--- src/logic/analog_io_pkg.sv ---
// Constants and carrier types for the analog I/O device register block.
// Assumes a byte-wide host port with a word index, byte select and device number.
package analog_io_pkg;

  localparam logic [7:0] DEV_ANALOG        = 8'h09;
  localparam logic [2:0] REG_AIN_CTRL      = 3'h0;
  localparam logic [2:0] REG_AOUT_CTRL     = 3'h1;
  localparam logic [2:0] REG_AIN_RESULT    = 3'h2;
  localparam logic [2:0] REG_AOUT_VALUE    = 3'h3;
  localparam int         BIT_START         = 0;
  localparam int         BIT_SHORT         = 1;
  localparam int         BIT_IRQ_EN        = 2;
  localparam int         BIT_BUSY          = 0;
  localparam int         BIT_DONE          = 1;
  localparam int         CH_LSB            = 8;
  localparam int         DATA_W            = 12;
  localparam int         AIN_CHANNELS      = 4;
  localparam int         AOUT_CHANNELS     = 2;
  localparam logic [7:0] CHANNEL_RESET     = 8'h00;
  localparam logic [11:0] VALUE_RESET      = 12'h000;

  typedef struct packed {
    logic       wr;
    logic       rd;
    logic [2:0] index;
    logic       high_byte;
    logic [7:0] wdata;
  } host_req_t;

  typedef struct packed {
    logic              start;
    logic [1:0]        channel;
    logic [DATA_W-1:0] code;
    logic              done;
  } adc_link_t;

endpackage
--- src/logic/analog_io_device.sv ---
// Analog I/O device register block: input converter control and output values.
// Assumes host strobes are synchronous to clk_in, one cycle wide, and that the
// converter runs on clk_in with a one-cycle done pulse.
`timescale 1ns/1ps
`default_nettype none

module analog_io_device #(
  parameter int DATA_W = analog_io_pkg::DATA_W
) (
  input  wire logic                      clk_in,
  input  wire logic                      nrst_in,
  input  wire logic [7:0]                device_number_in,
  input  wire analog_io_pkg::host_req_t  host_req_in,
  output logic [7:0]                     rdata_out,
  output logic                           rdata_valid_out,
  input  wire logic                      adc_done_in,
  input  wire logic [DATA_W-1:0]         adc_code_in,
  output logic                           adc_start_out,
  output logic [1:0]                     adc_channel_out,
  output logic                           irq_out,
  output logic [DATA_W-1:0]              dac0_out,
  output logic [DATA_W-1:0]              dac1_out
);

  // ****************************************
  // Checks and state
  // ****************************************
  initial begin
    if (DATA_W < 1 || DATA_W > 16) begin
      $error("DATA_W must be 1 to 16");
    end
  end

  typedef enum logic [2:0] {
    ST_IDLE = 3'b001,
    ST_BUSY = 3'b010,
    ST_DONE = 3'b100
  } conv_state_t;

  conv_state_t       state_r;
  logic [7:0]        ctrl_lo_r;
  logic [7:0]        ain_ch_r;
  logic [7:0]        aout_ch_r;
  logic [7:0]        value_lo_r;
  logic [DATA_W-1:0] result_r;
  logic              sel;
  logic              wr_lo;
  logic              wr_hi;
  logic [15:0]       word_rd;

  assign sel   = (device_number_in == analog_io_pkg::DEV_ANALOG);
  assign wr_lo = sel && host_req_in.wr && !host_req_in.high_byte;
  assign wr_hi = sel && host_req_in.wr && host_req_in.high_byte;

  function automatic logic hit(input logic [2:0] idx, input logic [2:0] reg_idx);
    hit = (idx == reg_idx);
  endfunction

  // ****************************************
  // Control writes
  // ****************************************
  // Bit 1 and bits 3 to 7 are dropped on write
  always_ff @(posedge clk_in or negedge nrst_in) begin
    if (!nrst_in) begin
      ctrl_lo_r <= 8'h00;
    end else if (wr_lo && hit(host_req_in.index, analog_io_pkg::REG_AIN_CTRL)) begin
      ctrl_lo_r <= host_req_in.wdata & 8'h05;
    end
  end

  always_ff @(posedge clk_in or negedge nrst_in) begin
    if (!nrst_in) begin
      ain_ch_r <= analog_io_pkg::CHANNEL_RESET;
    end else if (wr_hi && hit(host_req_in.index, analog_io_pkg::REG_AIN_CTRL)) begin
      ain_ch_r <= host_req_in.wdata;
    end
  end

  always_ff @(posedge clk_in or negedge nrst_in) begin
    if (!nrst_in) begin
      aout_ch_r <= analog_io_pkg::CHANNEL_RESET;
    end else if (wr_hi && hit(host_req_in.index, analog_io_pkg::REG_AOUT_CTRL)) begin
      aout_ch_r <= host_req_in.wdata;
    end
  end

  // ****************************************
  // Output converter values
  // ****************************************
  // Low byte is staged so the converter never sees a half-written code
  always_ff @(posedge clk_in or negedge nrst_in) begin
    if (!nrst_in) begin
      value_lo_r <= 8'h00;
    end else if (wr_lo && hit(host_req_in.index, analog_io_pkg::REG_AOUT_VALUE)) begin
      value_lo_r <= host_req_in.wdata;
    end
  end

  always_ff @(posedge clk_in or negedge nrst_in) begin
    if (!nrst_in) begin
      dac0_out <= DATA_W'(analog_io_pkg::VALUE_RESET);
      dac1_out <= DATA_W'(analog_io_pkg::VALUE_RESET);
    end else if (wr_hi && hit(host_req_in.index, analog_io_pkg::REG_AOUT_VALUE)) begin
      if (aout_ch_r == 8'h00) begin
        dac0_out <= DATA_W'({host_req_in.wdata, value_lo_r});
      end else if (aout_ch_r == 8'h01) begin
        dac1_out <= DATA_W'({host_req_in.wdata, value_lo_r});
      end
    end
  end

  // ****************************************
  // Conversion sequencing
  // ****************************************
  always_ff @(posedge clk_in or negedge nrst_in) begin
    if (!nrst_in) begin
      state_r       <= ST_IDLE;
      adc_start_out <= 1'b0;
    end else begin
      adc_start_out <= 1'b0;
      case (state_r)
        ST_IDLE, ST_DONE: begin
          if (wr_lo && hit(host_req_in.index, analog_io_pkg::REG_AIN_CTRL)
              && host_req_in.wdata[analog_io_pkg::BIT_START]) begin
            state_r       <= ST_BUSY;
            adc_start_out <= 1'b1;
          end
        end
        ST_BUSY: begin
          if (adc_done_in) begin
            state_r <= ST_DONE;
          end
        end
        default: begin
          state_r <= ST_IDLE;
        end
      endcase
    end
  end

  // Only channels 0 to 3 reach the multiplexer
  always_ff @(posedge clk_in or negedge nrst_in) begin
    if (!nrst_in) begin
      adc_channel_out <= 2'h0;
    end else begin
      adc_channel_out <= ain_ch_r[1:0];
    end
  end

  // Result latches only when start is written back to zero
  always_ff @(posedge clk_in or negedge nrst_in) begin
    if (!nrst_in) begin
      result_r <= '0;
    end else if (state_r == ST_DONE && wr_lo
                 && hit(host_req_in.index, analog_io_pkg::REG_AIN_CTRL)
                 && !host_req_in.wdata[analog_io_pkg::BIT_START]) begin
      result_r <= adc_code_in;
    end
  end

  always_ff @(posedge clk_in or negedge nrst_in) begin
    if (!nrst_in) begin
      irq_out <= 1'b0;
    end else begin
      irq_out <= (state_r == ST_DONE) && ctrl_lo_r[analog_io_pkg::BIT_IRQ_EN];
    end
  end

  // ****************************************
  // Read path
  // ****************************************
  always_comb begin
    word_rd = 16'h0000;
    case (host_req_in.index)
      analog_io_pkg::REG_AIN_CTRL: begin
        word_rd[analog_io_pkg::BIT_BUSY]   = (state_r == ST_BUSY);
        word_rd[analog_io_pkg::BIT_DONE]   = (state_r == ST_DONE);
        word_rd[analog_io_pkg::BIT_IRQ_EN] = ctrl_lo_r[analog_io_pkg::BIT_IRQ_EN];
      end
      analog_io_pkg::REG_AIN_RESULT: begin
        word_rd = 16'(result_r);
      end
      default: begin
        word_rd = 16'h0000;
      end
    endcase
  end

  always_ff @(posedge clk_in or negedge nrst_in) begin
    if (!nrst_in) begin
      rdata_out       <= 8'h00;
      rdata_valid_out <= 1'b0;
    end else begin
      rdata_valid_out <= sel && host_req_in.rd;
      rdata_out       <= host_req_in.high_byte ? word_rd[15:8] : word_rd[7:0];
    end
  end

endmodule

`default_nettype wire

--- config.mk ---
export PLATFORM = sky130hd
export DESIGN_NAME = analog_io_device
export DESIGN_NICKNAME = d
export VERILOG_FILES = /design/src/logic/analog_io_pkg.sv /design/src/logic/analog_io_device.sv
export SDC_FILE = /design/constraint.sdc
export NUM_CORES = 1
export LEC_CHECK = 0
export BUFFER_PORTS_ARGS = -buffer_cell sky130_fd_sc_hd__buf_2
export CAP_MARGIN = 20
export CORE_MARGIN = 2
export CORE_UTILIZATION = 56
export CTS_CLUSTER_SIZE = 25
export DETAILED_ROUTE_END_ITERATION = 12
export GPL_TIMING_DRIVEN = 0
export HOLD_SLACK_MARGIN = 0.03
export PLACE_DENSITY = 0.84
export SYNTH_ARGS = -nofsm -noshare
export SYNTH_HDL_FRONTEND = slang
export SYNTH_SLANG_ARGS = --single-unit
--- constraint.sdc ---
create_clock -name clk_in -period 5.4 [get_ports clk_in]
set_input_delay 0.27 -clock clk_in [delete_from_list [all_inputs] [get_ports clk_in]]
set_output_delay 0.27 -clock clk_in [all_outputs]
set_load 0.05 [all_outputs]
== After elaboration in Yosys (flattened, before gate mapping) ==
Cells that the tools add are included.

* Equality and inequality tests: 10
* Muxes and demuxes: 8
* Bitwise logic cells: 1
* Reductions and logical operators: 22

{| class="wikitable"
|+ Operators by type and width
! operator !! number
|-
| 1-bit logical AND || 14
|-
| 3-bit one-hot mux with 2 select lines || 2
|-
| 3-bit by 2-bit equality test with 1-bit output, second input constant || 3
|-
| 9-bit two-way mux || 1
|-
| 8-bit by 1-bit equality test with 1-bit output, second input constant || 1
|-
| 8-bit by 4-bit equality test with 1-bit output, second input constant || 1
|-
| 8-bit zero test || 1
|-
| 8-bit two-way mux || 1
|-
| 3-bit by 1-bit equality test with 1-bit output, second input constant || 2
|-
| 3-bit two-way mux || 2
|-
| 2-bit != test, second input constant || 2
|-
| 2-bit AND reduction || 2
|-
| 3-bit equality test, second input constant || 1
|-
| 3-bit zero test || 1
|-
| 3-bit AND reduction || 1
|-
| 1-bit zero test || 2
|-
| 1-bit two-way mux || 2
|-
| 2-bit OR reduction || 1
|-
| 1-bit NOT || 1
|}

* Register bits after elaboration: 72
* Output and inout port bits: 37
* Logic and storage cells: 54

== Longest topological paths before layout ==
Gate-level depths: netlist of run 1.

* Depth in word-level cells: 7
* Depth in mapped cells: 6
* Depth with buffers taken out: 4

== Worst setup path before layout of run 1 ==
Ideal clock, no wire load.

* Path type: input to register
* Start point: input port device_number_in[5]
* End point: register dac0_out[10]
* Arrival time: 1.573 ns
* Required time: 5.275 ns
* Path slack: 3.703 ns
* Stages: 6
* Buffers on the path: 2
* Path through: nor4_4 and2_1 clkbuf_2 and3b_1 buf_4 mux2_2

* Cells in the longest elaborated chain, start to end: 5

{| class="wikitable"
|+ RTL lines
! element !! line !! RTL
|-
| start, declared || analog_io_device.sv:12 || <nowiki>input wire logic [7:0] device_number_in,</nowiki>
|-
| 8-bit by 4-bit equality test with 1-bit output || analog_io_device.sv:51 || <nowiki>assign sel = (device_number_in == analog_io_pkg::DEV_ANALOG);</nowiki>
|-
| 1-bit logical AND (2 in series) || analog_io_device.sv:53 || <nowiki>assign wr_hi = sel && host_req_in.wr && host_req_in.high_byte;</nowiki>
|-
| 1-bit logical AND || analog_io_device.sv:103 || <nowiki>end else if (wr_hi && hit(host_req_in.index, analog_io_pkg::REG_AOUT_VALUE)) begin</nowiki>
|-
| 2-bit AND reduction (no source line) || n/a ||
|-
| end signal, assigned || analog_io_device.sv:101 || <nowiki>dac0_out <= DATA_W'(analog_io_pkg::VALUE_RESET);</nowiki>
|-
| end signal, assigned || analog_io_device.sv:105 || <nowiki>dac0_out <= DATA_W'({host_req_in.wdata, value_lo_r});</nowiki>
|-
| end, declared || analog_io_device.sv:21 || <nowiki>output logic [DATA_W-1:0] dac0_out,</nowiki>
|}

No other way between the ends.
A chain may end at the register's enable or synchronous reset.

== Worst setup path after layout of run 1 ==
* Start point: register aout_ch_r[1]
* End point: register dac0_out[5]

* Cells in the longest elaborated chain, start to end: 2

{| class="wikitable"
|+ RTL lines
! element !! line !! RTL
|-
| start, declared || analog_io_device.sv:43 || <nowiki>logic [7:0] aout_ch_r;</nowiki>
|-
| start signal, assigned || analog_io_device.sv:81 || <nowiki>aout_ch_r <= analog_io_pkg::CHANNEL_RESET;</nowiki>
|-
| start signal, assigned || analog_io_device.sv:83 || <nowiki>aout_ch_r <= host_req_in.wdata;</nowiki>
|-
| 8-bit zero test || analog_io_device.sv:104 || <nowiki>if (aout_ch_r == 8'h00) begin</nowiki>
|-
| 2-bit AND reduction (no source line) || n/a ||
|}

No other way between the ends.

==> run_results.csv, run 1 <==
group,metric,value,unit
synth,synth_common_cells,"dfrtp_1, mux2_2, mux2_4, nor2_1, and2_1",
detailed_routing,post_drt_wl_per_cell,14.7,um
detailed_routing,vias,1812,
timing,tns,0,ns
cells_and_area,nNetsFinal,312,
worst_setup_path,end_kind,"flop",
power_and_ir_drop,power_density,289,nW/um2
synth,avgSynthCellArea,15.1,um2
min_path,hold_path.class,"in -> async",
floorplanning,start_util,0.571,
synth,synthMostInstantiatedCell,"dfrtp_1",
worst_setup_path,crit_start,"aout_ch_r[1]",
cells_and_area,num-fill-cells,358,
synth,synth-edff-count,0,
detailed_routing,first_pass_iters,4,
synth,synth_top_area_frac,0.609,
timing,rsz0062_at_grt,"false",
power_and_ir_drop,power,0.00103,W
detailed_routing,ant_nets,0,
synth,netlist_area,2880,um2
cells_and_area,drive_above_1_share,0.548,
cells_and_area,regArea,1780,um2
worst_setup_path,startpoint_type,"flop",
clock_network,cts_sinks,71,
grt,grt_pass1_vias,1804,
timing,fin_crit_sh,0.349,
detailed_routing,routed_wl,5120,um
clock_network,hold_buffers,0,
clock_network,cts-buffers-inserted,9,
floorplanning,rows,26,
power_and_ir_drop,leakagePower,1.95,nW
clock_network,cts_setup_buffers,0,
power_and_ir_drop,vdd_drop_max,0.000260,V
clock_network,cts.clk_slew.worst_paths,0.07,ns
clock_network,cts-root-buf,"clkbuf_8",
synth,synth_seq_cells,71,
grt,grt-ovfl-total,0,
synth,synth_area_leader_cell,"dfrtp_1",
cells_and_area,num_antenna_cells,0,
clock_network,worst_skew_pair.late_latency,0.33,ns
worst_setup_path,crit_end,"dac0_out[5]",
worst_setup_path,rr_endpoint,"dac0_out[5]",
clock_network,htreeDepth,3,
timing,setup_viol,0,
timing,slew_violations,0,
worst_setup_path,cp.required,5.62,ns
synth,synth.yosys.seq_area_share,0.618,
grt,grt_start_max_net_pins,72,
synth,synth_cell_types,38,
worst_setup_path,reg2regPathDepth,5,
detailed_routing,viasPerCell,5.19,
placed_design,gp_congestion,0.801,
timing,worst_pin_slew,0.864,ns
grt,antenna_found_initial,0,
floorplanning,die_y,75.7,um
floorplanning,dieArea,5730,um2
cells_and_area,area_delta_synth_final,23.2,%
status,outcome,"finished, final reports clean",
worst_setup_path,ff2ff_setup_slack,3.51,ns
synth,yosys_most_used_dff,"dfrtp_1",
synth,yosys_warnings,0,
flow_run,max_cap_violations,0,
worst_setup_path,arrival,2.11,ns
worst_setup_path,crit_fanout,10,
worst_setup_path,r2r-start,"aout_ch_r[1]",
placed_design,port_buffers,73,
synth,synthArstFlopShare,1.00,
timing,worst_clock_skew,0.00786,ns
floorplanning,core,5040,um2
timing,min_period,1.89,ns
timing,finalHoldViolations,0,
worst_setup_path,setup.worst_path.class,"reg -> reg",
clock_network,cts-resized-gates,0,
cells_and_area,multi_input_area,1060,um2
placed_design,dp_hpwl,3670,um
clock_network,cts_tree,"done",
timing,fmax,530,MHz
timing,maxSlewHeadroom,0.424,
synth,syn-num-nets,228,
grt,grt_pass1_wl,8300,um
floorplanning,die_w,75.7,um
detailed_routing,drc_errors,0,
grt,grtUsageTotal,0.200,
synth,synth_cells,191,
detailed_routing,drt_iter0_drc,52,
synth,netlist_top_cells_area,"dfrtp_1, mux2_2, mux2_4",
clock_network,clock_path_buffers,2,
floorplanning,pin_count,74,
[routing by layer]
metal	track usage	vias up	routed length, um	part of all wire
li1	-	851	-	-
met1	0.248	898	2280	0.45
met2	0.321	52	2490	0.49
met3	0.0688	11	267	0.052
met4	0.0838	0	83	0.016
met5	0	-	0	0
[final cells by class]
class | count | share of cell area
well taps | 70 | 0.0247
flip-flops and latches | 71 | 0.501
plain buffers | 8 | 0.0124
clock inverters | 3 | 0.0191
multi-input cells | 112 | 0.298
repair buffers | 73 | 0.104
clock buffers | 12 | 0.0409
[layout by cell type, fill, tap and decap left out, types with 2 or more instances in the layout]
cell type and n:
mux2_4 10, nand2_1 5, bufinv_16 2, clkbuf_1 5, nand2b_1 3, a21oi_1 4
and3b_1 3, nand4_1 3, nor2_1 7, clkbuf_8 10, buf_4 2, mux2_2 45
a221oi_1 2, nor4b_1 2, nor3_1 2, buf_2 73, and3_1 2, nand3_2 2
dfrtp_1 70, and2_1 6
[registers in the layout (all words and copies together) (netlist names), 2 cells and up]
name	flops
dac0_out	12
dac1_out	12
result_r	12
aout_ch_r	8
rdata_out	8
value_lo_r	8
state_r	3
adc_channel_out	2
ain_ch_r	2
[logic make-up (layout without fill, tap and decap cells)]
family / after synthesis / count (layout) / synth area share
buf+inv: 8 / 96 / 0.0152
simple gates: 47 / 47 / 0.114
mux: 56 / 56 / 0.232
compound gates: 8 / 8 / 0.0178
flops: 71 / 71 / 0.618
xor+xnor: 1 / 1 / 0.00304
[worst max-delay path, stage by stage (launching register included)]
cell     delay, ns
dfrtp_1       0.38
nor4_1        0.31
and4b_1       0.28
and3b_1       0.23
buf_4         0.22
mux2_2        0.35
[report_power, final]
group	total [W]	switching, W	leakage, nW	internal (W)
registers	0.000534	0.000000597	0.987	0.000533
clock network	0.000451	0.000180	0.103	0.000271
logic	0.0000417	0.0000272	0.863	0.0000145
total	0.00103	0.000208	1.95	0.000818
[worst min-delay path by stage]
stage	startpoint	endpoint	slack [ns]	cells past startpoint
global placement	ain_ch_r[1]	adc_channel_out[1]	0.36	0
CTS	nrst_in	ctrl_lo_r[2]	0.08	1
detailed placement	ain_ch_r[1]	adc_channel_out[1]	0.36	0
floorplan	nrst_in	adc_channel_out[0]	-0.03	0
finish	nrst_in	rdata_valid_out	0.06	1
global route	nrst_in	aout_ch_r[0]	0.13	1
[metrics by stage]
stage	hold slack, ns	std cells	instance area [um2]	setup WS, ns	util
5_1_grt	0.133	349	3550	3.39	0.703
6_report	0.0556	349	3550	3.51	0.703
3_3_place_gp	0.357	334	3330	3.41	0.661
3_5_place_dp	0.358	334	3330	3.39	0.661
2_1_floorplan	-0.0256	191	2880	3.70	-
4_1_cts	0.0790	349	3550	3.50	0.703
(Power assumes the default switching activity.)
==> inputs of run 2 (changes only) <==
ABC_AREA = 1   (was unset)
CORE_UTILIZATION = 53   (was 56)
PLACE_DENSITY = 0.79   (was 0.84)
clock period = 1.8 ns   (was 5.4 ns; I/O delays follow)
==> run 2 against run 1 <==
Net effect: non-clock buffer count rose by 19; power rose to 3.1 times the previous value; largest power group unchanged; clock power increased to 3.0 times the previous value.
==> run_results.csv, run 2 <==
group,metric,value,unit
timing,worst_pin_slew,0.871,ns
power_and_ir_drop,p_clk_frac,0.426,
cells_and_area,area_delta_synth_final,28.3,%
cells_and_area,drive_above_1_share,0.353,
floorplanning,rows,27,
worst_setup_path,critPathMaxStageDelay,0.39,ns
synth,yosys_warnings,0,
synth,synth.yosys.seq_area_share,0.588,
timing,min_period,1.48,ns
clock_network,htreeDepth,3,
worst_setup_path,reg2regPathDepth,7,
power_and_ir_drop,leakagePower,2.02,nW
power_and_ir_drop,internal-power,0.00248,W
floorplanning,core,5510,um2
timing,slew_violations,0,
min_path,hold_path.class,"in -> reg",
grt,antenna_found_initial,0,
worst_setup_path,startpoint_type,"flop",
power_and_ir_drop,power_switching,0.000727,W
synth,synth_cell_types,27,
power_and_ir_drop,power_density,827,nW/um2
clock_network,cts-resized-gates,0,
worst_setup_path,cp_slowest_cell,"dfrtp_1",
floorplanning,pin_count,74,
clock_network,cts_sinks,71,
placed_design,port_buffers,72,
grt,grt_pass1_vias,2379,
cells_and_area,final_cell_mix,"buf_2, dfrtp_1, nand2_1",
cells_and_area,nNetsFinal,440,
synth,synth_common_cells,"dfrtp_1, nand2_1, inv_1, o21ai_1, o21ai_2",
synth,synth_area_leader_cell,"dfrtp_1",
cells_and_area,num-fill-cells,417,
power_and_ir_drop,vdd_drop_max,0.000540,V
timing,tns,0,ns
floorplanning,die_y,79.5,um
flow_run,max_cap_violations,0,
clock_network,cts.clk_slew.worst_paths,0.08,ns
synth,netlist_top_cells_area,"dfrtp_1, nand2_1, inv_1",
placed_design,dp_hpwl,4070,um
synth,synth_top_area_frac,0.580,
grt,grtUsageTotal,0.219,
timing,rsz0062_at_grt,"false",
timing,fin_crit_sh,0.821,
synth,synth_cells,301,
grt,use_met2,0.359,
clock_network,worst_skew_pair.late_latency,0.34,ns
synth,synthArstFlopShare,1.00,
worst_setup_path,end_kind,"flop",
grt,grt_start_max_net_pins,72,
grt,grt-ovfl-total,0,
worst_setup_path,worstPathCellList,"inv_1 -> nand2_1 -> nor4_4 -> nand3_2 -> buf_6 -> nand2_2 -> o21ai_2",
power_and_ir_drop,swShare,0.227,
cells_and_area,final_common_cell,"buf_2",
worst_setup_path,ff2ff_setup_slack,0.32,ns
clock_network,cts-buffers-inserted,9,
detailed_routing,first_pass_iters,4,
min_path,worstHoldPathCells,2,
grt,gr-usage-met1,0.273,
grt,met3_usage,0.0600,
worst_setup_path,setup.worst_path.class,"reg -> reg",
detailed_routing,drt_iter0_drc,112,
grt,busiest_layer,"met2",
detailed_routing,post_drt_wl_per_cell,12.7,um
cells_and_area,instances_no_fill,480,
detailed_routing,viasPerCell,4.87,
synth,synthMostInstantiatedCell,"dfrtp_1",
timing,setup_viol,0,
grt,grt_pass1_wl,10600,um
cells_and_area,multi_input_area,977,um2
clock_network,cts_tree,"done",
synth,synth-edff-count,0,
timing,fmax,677,MHz
clock_network,cts_setup_buffers,0,
min_path,min_from,"host_req_in[8]",
timing,maxSlewHeadroom,0.419,
detailed_routing,ant_nets,0,
placed_design,gp_congestion,0.767,
detailed_routing,routed_wl,6090,um
synth,syn-num-nets,338,
detailed_routing,vias,2336,
cells_and_area,top_regs,"dac0_out x12, dac1_out x12, result_r x12",
worst_setup_path,rr_endpoint,"dac0_out[10]",
synth,yosys_most_used_dff,"dfrtp_1",
cells_and_area,regArea,1780,um2
worst_setup_path,arrival,1.70,ns
synth,avgSynthCellArea,10.0,um2
worst_setup_path,path_buf_inv,2,
clock_network,hold_buffers,19,
floorplanning,dieArea,6320,um2
floorplanning,die_w,79.5,um
clock_network,clock_path_buffers,2,
worst_setup_path,cp.required,2.03,ns
worst_setup_path,cpLargestDelayFamily,"simple AND/OR/NAND/NOR gates",
worst_setup_path,crit_fanout,10,
status,outcome,"finished, final reports clean",
worst_setup_path,r2r-start,"aout_ch_r[1]",
min_path,hold_path_end,"rdata_out[0]",
placed_design,dp.cells,445,
synth,netlist_area,3020,um2
power_and_ir_drop,pwr-share-seq,0.508,
synth,synth_seq_cells,71,
timing,worst_clock_skew,0.00624,ns
detailed_routing,drc_errors,0,
clock_network,cts-root-buf,"clkbuf_8",
floorplanning,start_util,0.549,
timing,finalHoldViolations,0,
cells_and_area,num_antenna_cells,0,
power_and_ir_drop,combPwrFrac,0.066,
==> run 2: cell count changes after synthesis, sizes merged, moves of 4 or more <==
cell and delta:
nand3 +5, o21ai +57, mux2 -55, inv +50
and2 -5, nand2 +69, clkbuf -4, buf +5
nor2 +8
==> run 2: cell families after synthesis <==
family | count (synthesis) | synth area share
AND/OR/NAND/NOR | 108 | 0.192
flip-flops | 71 | 0.588
AO/OA/AOI/OAI | 63 | 0.132
buffers and inverters | 59 | 0.0882
==> run 2: per-layer routing <==
metal | share of wire | vias to the layer above | routed length, um
li1 | - | 1153 | -
met1 | 0.43 | 1117 | 2610
met2 | 0.51 | 55 | 3120
met3 | 0.040 | 11 | 241
met4 | 0.021 | 0 | 127
met5 | 0 | - | 0
==> run 2: through the flow <==
stage                     utilization  power [W]  cell area (um2)  hold WS [ns]  worst slack, ns
after global routing            0.704    0.00334             3880        0.0569            0.225
final                           0.704    0.00321             3880        0.0624            0.322
after global placement          0.631    0.00183             3470         0.327            0.295
after floorplan                     -    0.00175             3020        -0.206            0.485
after detailed placement        0.631    0.00184             3470         0.258            0.339
after CTS                       0.704    0.00324             3880        0.0470            0.307
==> run 2: worst max-delay path by stage <==
stage	start	endpoint	slack, ns	cells past startpoint
final	aout_ch_r[1]	dac0_out[10]	0.32	7
after detailed placement	aout_ch_r[0]	dac0_out[8]	0.34	7
after global placement	nrst_in	result_r[6]	0.30	1
after CTS	aout_ch_r[1]	dac0_out[10]	0.31	7
after global routing	aout_ch_r[7]	dac1_out[10]	0.23	7
after floorplan	aout_ch_r[1]	dac0_out[8]	0.49	7
==> run 2: final cells by class <==
| cell class | count | area share |
|---|---|---|
| tap | 72 | 0.0232 |
| sequential | 71 | 0.459 |
| timing repair buffer | 91 | 0.143 |
| clock buffer | 10 | 0.0329 |
| buffer | 9 | 0.0203 |
| multi-input combinational | 171 | 0.252 |
| inverter | 50 | 0.0484 |
| clock inverter | 6 | 0.0219 |
==> run 2: worst register-to-register path: cells and delay by family (launching register included) <==
| kind | cells | cell delay (ns) |
|---|---|---|
| flops | 1 | 0.39 |
| simple gates | 4 | 0.59 |
| buf+inv | 2 | 0.33 |
| compound gates | 1 | 0.05 |
==> run 2: power groups by stage <==
stage	sequential (W)	combinational [W]	clock [W]
CTS	0.00163	0.000212	0.00140
detailed placement	0.00166	0.000181	0
finish	0.00163	0.000212	0.00136
global route	0.00163	0.000241	0.00147
floorplan	0.00166	0.0000901	0
global placement	0.00166	0.000176	0
